<file path="src/sar_readout_consts.svh">
// Timing and format constants for the converter readout block.
// Assumes a 50 MHz core clock; included by bare name.
`ifndef SAR_READOUT_CONSTS_SVH
`define SAR_READOUT_CONSTS_SVH

`define CORE_CLK_MHZ 50
`define RESULT_BITS 16
// Least conversion time in ns, and its cycle count rounded up
`define CONV_TIME_NS 172
`define CONV_CYCLES ((`CONV_TIME_NS * `CORE_CLK_MHZ + 999) / 1000)
`define BIT_CNT_W 5
`define FIFO_DEPTH 4

`endif

</file>
<file path="src/sar_readout_pkg.sv">
// Types for the converter readout block.
// Assumes nothing beyond a SystemVerilog compiler.
package sar_readout_pkg;
    typedef enum logic [1:0] {
        MODE_CMOS = 2'h0,
        MODE_LVDS = 2'h1,
        MODE_LVDS_LOW_POWER = 2'h2
    } io_mode_t;

    typedef enum logic [2:0] {
        ST_SAMPLE = 3'h1,
        ST_CONVERT = 3'h2,
        ST_WAIT = 3'h4
    } phase_t;
endpackage

</file>
<file path="src/result_fifo.sv">
// Small valid/ready FIFO held in flip-flops.
// Assumes a single clock and an active-low asynchronous reset.
module result_fifo #(
    parameter int WIDTH = 16,
    parameter int DEPTH = 4
) (
    input wire logic core_clk_i,
    input wire logic arst_n_i,
    input wire logic in_valid_i,
    output logic in_ready_o,
    input wire logic [WIDTH-1:0] in_data_i,
    output logic out_valid_o,
    input wire logic out_ready_i,
    output logic [WIDTH-1:0] out_data_o
);
    localparam int AW = (DEPTH > 1) ? $clog2(DEPTH) : 1;

    logic [WIDTH-1:0] mem [DEPTH];
    logic [AW-1:0] wr_ptr, next_wr_ptr, rd_ptr, next_rd_ptr;
    logic [AW:0] count, next_count;
    logic push, pop;

    assign in_ready_o = (count != AW'(0) + (AW+1)'(DEPTH)) ? 1'b1 : 1'b0;
    assign out_valid_o = (count != '0);
    assign out_data_o = mem[rd_ptr];
    assign push = in_valid_i && in_ready_o;
    assign pop = out_valid_o && out_ready_i;

    always_comb begin
        next_wr_ptr = wr_ptr;
        next_rd_ptr = rd_ptr;
        if (push) begin
            next_wr_ptr = (wr_ptr == AW'(DEPTH - 1)) ? '0 : wr_ptr + AW'(1);
        end
        if (pop) begin
            next_rd_ptr = (rd_ptr == AW'(DEPTH - 1)) ? '0 : rd_ptr + AW'(1);
        end
        next_count = count + (AW+1)'(push) - (AW+1)'(pop);
    end

    always_ff @(posedge core_clk_i or negedge arst_n_i) begin
        if (!arst_n_i) begin
            wr_ptr <= '0;
            rd_ptr <= '0;
            count <= '0;
        end else begin
            wr_ptr <= next_wr_ptr;
            rd_ptr <= next_rd_ptr;
            count <= next_count;
        end
    end

    always_ff @(posedge core_clk_i) begin
        if (push) begin
            mem[wr_ptr] <= in_data_i;
        end
    end
endmodule // result_fifo

</file>
<file path="src/pin_sync.sv">
// Two-flop synchroniser for a bus of pin inputs.
// Assumes the inputs are asynchronous to core_clk_i.
module pin_sync #(
    parameter int WIDTH = 1
) (
    input wire logic core_clk_i,
    input wire logic arst_n_i,
    input wire logic [WIDTH-1:0] async_i,
    output logic [WIDTH-1:0] sync_o
);
    logic [WIDTH-1:0] stage1;

    always_ff @(posedge core_clk_i or negedge arst_n_i) begin
        if (!arst_n_i) begin
            stage1 <= '0;
            sync_o <= '0;
        end else begin
            stage1 <= async_i;
            sync_o <= stage1;
        end
    end
endmodule // pin_sync

</file>
<file path="src/sar_adc_serial_readout.sv">
// Conversion control and serial readout of a 16-bit differential converter.
// Assumes the host drives the convert strobe and shift clock as pins, and the
// converter core presents a signed result word at each end of conversion.
`include "sar_readout_consts.svh"

// Functional notes
// - Strobe high means sampling the input
// - Strobe fall starts conversion, enables output
// - Shift clock fall presents next bit, MSB first
// - Mode pin low CMOS, high LVDS
// - Floating mode pin gives low-power LVDS
// - Strobe behaves same in every mode
// - CMOS drives only positive data output
// - LVDS drives data differentially, host differential clock
// - Strobe rise releases data output quickly
// - Strobe fall drives first bit without clock
// - Shifted bits are previous conversion result
// - Result is a 16-bit word at conversion end
// - Result word is two's complement
module sar_adc_serial_readout #(
    parameter int RESULT_W = `RESULT_BITS,
    parameter int FIFO_DEPTH = `FIFO_DEPTH
) (
    input wire logic core_clk_i,
    input wire logic arst_n_i,
    input wire logic convert_strobe_n_i,
    input wire logic shift_clk_pos_i,
    input wire logic shift_clk_neg_i,
    input wire logic mode_pin_low_i,
    input wire logic mode_pin_high_i,
    input wire logic signed [RESULT_W-1:0] core_result_i,
    output logic sampling_o,
    output logic converting_o,
    output logic [1:0] io_mode_o,
    output logic serial_result_out_pos_o,
    output logic serial_result_out_pos_oe_o,
    output logic serial_result_out_neg_o,
    output logic serial_result_out_neg_oe_o,
    output logic result_dropped_o
);
    // ==========================================================
    // Pin synchronisers
    logic [4:0] pins_sync;
    logic strobe_s, sck_pos_s, sck_neg_s, mode_lo_s, mode_hi_s;

    pin_sync #(.WIDTH(5)) u_sync (
        .core_clk_i(core_clk_i),
        .arst_n_i(arst_n_i),
        .async_i({convert_strobe_n_i, shift_clk_pos_i, shift_clk_neg_i,
                  mode_pin_low_i, mode_pin_high_i}),
        .sync_o(pins_sync)
    );
    assign {strobe_s, sck_pos_s, sck_neg_s, mode_lo_s, mode_hi_s} = pins_sync;

    // ==========================================================
    // Signalling mode decode
    sar_readout_pkg::io_mode_t mode, next_mode;
    logic sck_level;

    always_comb begin
        // Both sense inputs low: pin tied to ground
        if (!mode_lo_s && !mode_hi_s) begin
            next_mode = sar_readout_pkg::MODE_CMOS;
        end else if (mode_lo_s && mode_hi_s) begin
            next_mode = sar_readout_pkg::MODE_LVDS;
        end else begin
            next_mode = sar_readout_pkg::MODE_LVDS_LOW_POWER;
        end
    end

    // CMOS takes the positive clock alone; LVDS takes the difference
    assign sck_level = (mode == sar_readout_pkg::MODE_CMOS) ? sck_pos_s
                     : (sck_pos_s && !sck_neg_s);

    // ==========================================================
    // Edge detection
    logic strobe_d, sck_d, next_strobe_d, next_sck_d;
    logic strobe_fall, strobe_rise, sck_fall;

    assign next_strobe_d = strobe_s;
    assign next_sck_d = sck_level;
    assign strobe_fall = strobe_d && !strobe_s;
    assign strobe_rise = !strobe_d && strobe_s;
    assign sck_fall = sck_d && !sck_level;

    // ==========================================================
    // Conversion phase machine and result path
    sar_readout_pkg::phase_t phase, next_phase;
    logic [5:0] conv_cnt, next_conv_cnt;
    logic fifo_in_valid, fifo_in_ready, fifo_out_valid, fifo_pop;
    logic [RESULT_W-1:0] fifo_out_data;
    logic next_sampling, next_converting, next_dropped;

    always_comb begin
        next_phase = phase;
        next_conv_cnt = conv_cnt;
        fifo_in_valid = 1'b0;
        unique case (phase)
            sar_readout_pkg::ST_SAMPLE: begin
                if (strobe_fall) begin
                    next_phase = sar_readout_pkg::ST_CONVERT;
                    next_conv_cnt = 6'(`CONV_CYCLES);
                end
            end
            sar_readout_pkg::ST_CONVERT: begin
                if (conv_cnt > 6'h1) begin
                    next_conv_cnt = conv_cnt - 6'h1;
                end else begin
                    // New word enters the queue for readout at the next strobe fall
                    fifo_in_valid = 1'b1;
                    next_phase = strobe_s ? sar_readout_pkg::ST_SAMPLE
                                          : sar_readout_pkg::ST_WAIT;
                end
            end
            sar_readout_pkg::ST_WAIT: begin
                if (strobe_s) begin
                    next_phase = sar_readout_pkg::ST_SAMPLE;
                end
            end
        endcase
        next_sampling = (next_phase == sar_readout_pkg::ST_SAMPLE);
        next_converting = (next_phase == sar_readout_pkg::ST_CONVERT);
        next_dropped = fifo_in_valid && !fifo_in_ready;
    end

    result_fifo #(.WIDTH(RESULT_W), .DEPTH(FIFO_DEPTH)) u_fifo (
        .core_clk_i(core_clk_i),
        .arst_n_i(arst_n_i),
        .in_valid_i(fifo_in_valid),
        .in_ready_o(fifo_in_ready),
        .in_data_i(core_result_i),
        .out_valid_o(fifo_out_valid),
        .out_ready_i(fifo_pop),
        .out_data_o(fifo_out_data)
    );

    // ==========================================================
    // Serial shifter
    logic [RESULT_W-1:0] shift_reg, next_shift_reg;
    logic [`BIT_CNT_W-1:0] bits_left, next_bits_left;
    logic drive, next_drive;
    logic next_pos, next_pos_oe, next_neg, next_neg_oe;

    always_comb begin
        next_shift_reg = shift_reg;
        next_bits_left = bits_left;
        next_drive = drive;
        fifo_pop = 1'b0;
        if (strobe_rise) begin
            next_drive = 1'b0;
        end else if (strobe_fall) begin
            // Previous result goes out, first bit without a clock edge
            next_drive = 1'b1;
            next_bits_left = `BIT_CNT_W'(RESULT_W);
            if (fifo_out_valid) begin
                next_shift_reg = fifo_out_data;
                fifo_pop = 1'b1;
            end
        end else if (drive && sck_fall && bits_left != '0) begin
            next_shift_reg = {shift_reg[RESULT_W-2:0], 1'b0};
            next_bits_left = bits_left - `BIT_CNT_W'(1);
        end
        next_pos = next_shift_reg[RESULT_W-1];
        next_pos_oe = next_drive;
        next_neg = !next_shift_reg[RESULT_W-1];
        next_neg_oe = next_drive && (next_mode != sar_readout_pkg::MODE_CMOS);
    end

    // ==========================================================
    // State registers
    always_ff @(posedge core_clk_i or negedge arst_n_i) begin
        if (!arst_n_i) begin
            mode <= sar_readout_pkg::MODE_CMOS;
            io_mode_o <= 2'h0;
            strobe_d <= 1'b0;
            sck_d <= 1'b0;
            phase <= sar_readout_pkg::ST_SAMPLE;
            conv_cnt <= 6'h0;
            sampling_o <= 1'b1;
            converting_o <= 1'b0;
            result_dropped_o <= 1'b0;
            shift_reg <= '0;
            bits_left <= '0;
            drive <= 1'b0;
            serial_result_out_pos_o <= 1'b0;
            serial_result_out_pos_oe_o <= 1'b0;
            serial_result_out_neg_o <= 1'b1;
            serial_result_out_neg_oe_o <= 1'b0;
        end else begin
            mode <= next_mode;
            io_mode_o <= next_mode;
            strobe_d <= next_strobe_d;
            sck_d <= next_sck_d;
            phase <= next_phase;
            conv_cnt <= next_conv_cnt;
            sampling_o <= next_sampling;
            converting_o <= next_converting;
            result_dropped_o <= next_dropped;
            shift_reg <= next_shift_reg;
            bits_left <= next_bits_left;
            drive <= next_drive;
            serial_result_out_pos_o <= next_pos;
            serial_result_out_pos_oe_o <= next_pos_oe;
            serial_result_out_neg_o <= next_neg;
            serial_result_out_neg_oe_o <= next_neg_oe;
        end
    end

endmodule // sar_adc_serial_readout

</file>
<file path="config.mk">
export PLATFORM = sky130hd
export DESIGN_NAME = sar_adc_serial_readout
export DESIGN_NICKNAME = d
export VERILOG_FILES = /design/src/sar_readout_pkg.sv /design/src/result_fifo.sv /design/src/pin_sync.sv /design/src/sar_adc_serial_readout.sv
export VERILOG_INCLUDE_DIRS = /design/src /design/src/src
export SDC_FILE = /design/constraint.sdc
export NUM_CORES = 1
export LEC_CHECK = 0
export ABC_AREA = 0
export BUFFER_PORTS_ARGS = -buffer_cell sky130_fd_sc_hd__buf_4
export CORE_ASPECT_RATIO = 0.8
export CORE_UTILIZATION = 60
export CTS_CLUSTER_SIZE = 40
export DETAILED_ROUTE_END_ITERATION = 8
export PLACE_DENSITY = 0.87
export SYNTH_ARGS = -nofsm -noshare
export SYNTH_HDL_FRONTEND = slang
export SYNTH_HIERARCHICAL = 1
export SYNTH_SLANG_ARGS = --single-unit
</file>
<file path="constraint.sdc">
create_clock -name core_clk_i -period 4 [get_ports core_clk_i]
set_input_delay 0 -clock core_clk_i [delete_from_list [all_inputs] [get_ports core_clk_i]]
set_output_delay 0 -clock core_clk_i [all_outputs]
set_load 0.02 [all_outputs]
</file>
==> flow_metrics.py <==
metrics = {
    "worst_setup_path": {
        "crit_type": "reg -> reg",
        "critPathCaptureType": "flip-flop",
        "crit_chain": "or4_4, or2_2, or3_1, inv_1, and2_4, inv_1, ha_1, inv_1, ha_1, inv_1, fa_1, xnor2_1, xnor2_1",
        "critPathRequiredTime_ns": 4.43,
        "path_max_fanout": 5,
        "crit_path_start_kind": "flip-flop",
        "critPathSlowestCell": "or4_4",
        "crit_top_cell": "inv_1",
        "cp.arrival_ns": 3.90,
        "critPathMaxStageDelay_ns": 0.56,
    },
    "sta": {
        "finalHoldWorstSlack_ns": 0.08774,
        "post-route-min-period_ns": 3.472,
        "hold_viol": 0,
        "period_share_pct": 86.81,
        "setup_tns_ns": 0,
        "worst_clock_skew_ns": 0.01602,
        "slew-limit-headroom_pct": 26.21,
        "worstMarginPinSlew_ns": 1.107,
        "max_freq_mhz": 288.0,
        "rsz0062_at_grt": "no",
        "slew_violations": 0,
        "setup-violations-final": 0,
        "fin_ws_ns": 0.5277,
    },
    "logic_synthesis": {
        "ys_types": 58,
        "synthCells": 336,
        "synth_edf_count": 64,
        "synth-compound-area-share_pct": 8.885,
        "synth_warnings": 6,
        "yosysSeqAreaShare_pct": 64.51,
        "yosys.area_share.adder_pct": 3.901,
        "syn_area_um2": 5196,
        "synth_top_family_by_area": "multiplexers",
        "synthMuxAreaShare_pct": 11.82,
        "synth_simple_gate_area_share_pct": 7.464,
        "syn_avg_cell_area_um2": 15.46,
        "synth-xor-area-share_pct": 0.3371,
        "async_flop_share_pct": 47.11,
        "synth_flop_cell": "edfxtp_1",
        "ys_seq_elements": 121,
        "syn_nets": 373,
    },
    "die": {
        "die_w_um": 106.0,
        "start_util_pct": 63.65,
        "design.core.area_um2": 8164,
        "die_area_um2": 9039,
        "rows": 29,
        "dieHeight_um": 85.24,
        "io-pin-count": 32,
    },
    "global_routing": {
        "grt.total_usage_pct": 26.03,
        "overflow": 0,
        "grt_most_used_layer": "met2",
        "met3_usage_pct": 6.836,
        "met2_usage_pct": 42.78,
        "grt_pass1_vias": 3453,
        "grt_pass1_wl_um": 17130,
        "antenna_found_initial": 0,
        "use_met1_pct": 32.00,
        "grt_start_max_net_pins": 58,
    },
    "pwr": {
        "leakage_nw": 2.524,
        "pwr-share-clk_pct": 34.6,
        "p_seq_share_pct": 42.0,
        "swShare_pct": 29.61,
        "switchingPower_mw": 1.276,
        "ir_drop_mv": 0.4284,
        "p_per_area_nw_per_um2": 684.8,
        "combPwrFrac_pct": 23.4,
        "p_int_mw": 3.033,
    },
    "clocking": {
        "clk_pin_slew_worst_paths_ns": 0.06,
        "clock-sinks": 121,
        "post_cts_buffers": 0,
        "holdBufCountCts": 22,
        "clock_latency_ns": 0.52,
        "clockRootBuffer": "clkbuf_8",
        "cts_tree": "built",
        "cts_made_buffers": 17,
        "cts-resized-gates": 0,
        "htree_levels": 4,
        "clockBufferDepth": 2,
    },
    "place": {
        "port_buffers": 31,
        "dp_hpwl_um": 5822,
        "globalplace.congestion": 0.7954,
        "pre_cts_slack_ns": 0.6148,
        "placed_area_um2": 5499,
    },
    "layout": {
        "syn2layout_area_growth_pct": 21.09,
        "n_fill_cell": 442,
        "fin_nets": 431,
        "largest_register_ffs": 64,
        "antennaDiodeCount": 0,
        "drive_above_1_share_pct": 27.09,
        "final_cell_area_um2": 6292,
    },
    "drt": {
        "drt_wl_total_um": 10480,
        "vias": 3171,
        "wire_per_inst_um": 20.39,
        "vias_per_cell": 6.169,
        "antenna_left": 0,
        "dr.pass1.iters": 7,
        "drt_first_iter_violations": 203,
        "drc": 0,
    },
    "flow_run": {
        "maxCapViolations": 0,
    },
    "run_status": {
        "status": "completed",
    },
    "worst_hold_path": {
        "hp-class": "in -> async",
    },
}
==> final timing paths <==
path | startpoint | end | slack [ns] | cells past startpoint
setup reg to reg | conv_cnt[2] | u_fifo/count[2] | 0.53 | 13
min in group core_clk_i | convert_strobe_n_i | u_sync/stage1[4] | 0.14 | 2
hold / removal | arst_n_i | bits_left[1] | 0.09 | 2
setup / recovery | conv_cnt[2] | u_fifo/count[2] | 0.53 | 13
max in group asynchronous | arst_n_i | u_sync/sync_o[2] | 3.45 | 2
hold reg to reg | u_sync/stage1[1] | u_sync/sync_o[1] | 0.35 | 0
==> cells by family after synthesis <==
kind of cell | after synthesis
XOR/XNOR | 2
multiplexers | 35
AND/OR/NAND/NOR | 66
AO/OA/AOI/OAI | 59
adder cells (fa/ha/maj) | 16
buffers and inverters | 37
flip-flops | 121
==> Yosys cell counts, drive strengths merged, types with 2 or more instances <==
| cell | number | area [µm²] |
|---|---|---|
| a2111oi | 4 | 42.54 |
| a211oi | 4 | 30.03 |
| a21o | 3 | 22.52 |
| a21oi | 10 | 50.05 |
| a31oi | 2 | 12.51 |
| a32o | 14 | 140.1 |
| and2 | 3 | 21.27 |
| and3 | 6 | 42.54 |
| buf | 8 | 51.29 |
| clkbuf | 7 | 26.28 |
| dfrtp | 54 | 1351 |
| dfstp | 3 | 78.83 |
| edfxtp | 64 | 1922 |
| ha | 13 | 162.7 |
| inv | 21 | 78.83 |
| maj3 | 2 | 20.02 |
| mux2 | 18 | 244.0 |
| mux4 | 16 | 360.4 |
| nand2 | 15 | 56.30 |
| nand2b | 6 | 37.54 |
| nand3 | 5 | 25.02 |
| nor2 | 9 | 33.78 |
| nor2b | 4 | 25.02 |
| nor3 | 4 | 20.02 |
| o2111ai | 3 | 26.28 |
| o211a | 2 | 20.02 |
| o21ai | 8 | 40.03 |
| o31ai | 2 | 15.01 |
| or3 | 5 | 32.53 |
| xnor2 | 2 | 17.52 |
==> per-stage QoR <==
stage          cells  power, mW  utilization [%]
2_1_floorplan    336      2.519                -
3_5_place_dp     461      2.775            67.36
4_1_cts          514      4.317            77.07
5_1_grt          514      4.504            77.07
3_3_place_gp     461      2.727            67.36
6_report         514      4.309            77.07
==> layout make-up <==
class	instances	area, µm²	area share [%]
tap	108	135.1	2.148
multi-input combinational	178	1689	26.84
clock buffer	20	425.4	6.761
inverter	22	82.58	1.312
clock inverter	11	147.6	2.346
timing repair buffer	54	460.4	7.318
sequential	121	3352	53.27
==> cells in the final DEF, fill, tap and decap left out, types with 13 or more instances in the layout <==
master and instances:
mux4_2 16, a32o_1 14, clkbuf_16 16, dfrtp_1 54, nand2_1 15, dlygate4sd3_1 22, inv_1 21, buf_4 32
ha_1 13, edfxtp_1 64
==> critical path: cells and delay by family, from the launching register on <==
family                     cells  cell delay [ns]
xor gates and xnor gates       2             0.33
adders and majority gates      3             0.85
buffers and inverters          4             0.34
DFF                            1             0.42
and+or+nand+nor                4             1.47
==> per-layer routing <==
metal  routed length, µm  share of wire (%)
met1                4241                 40
met2                5367                 51
met3                 624                6.0
met4                 248                2.4
met5                   0                  0
==> power groups by stage <==
stage	Sequential (mW)	Clock, mW	Combinational [mW]
3_3_place_gp	1.81	0	0.921
4_1_cts	1.81	1.50	1.01
2_1_floorplan	1.70	0	0.821
3_5_place_dp	1.82	0	0.958
6_report	1.81	1.49	1.01
5_1_grt	1.84	1.56	1.10
(Power assumes the default switching activity.)
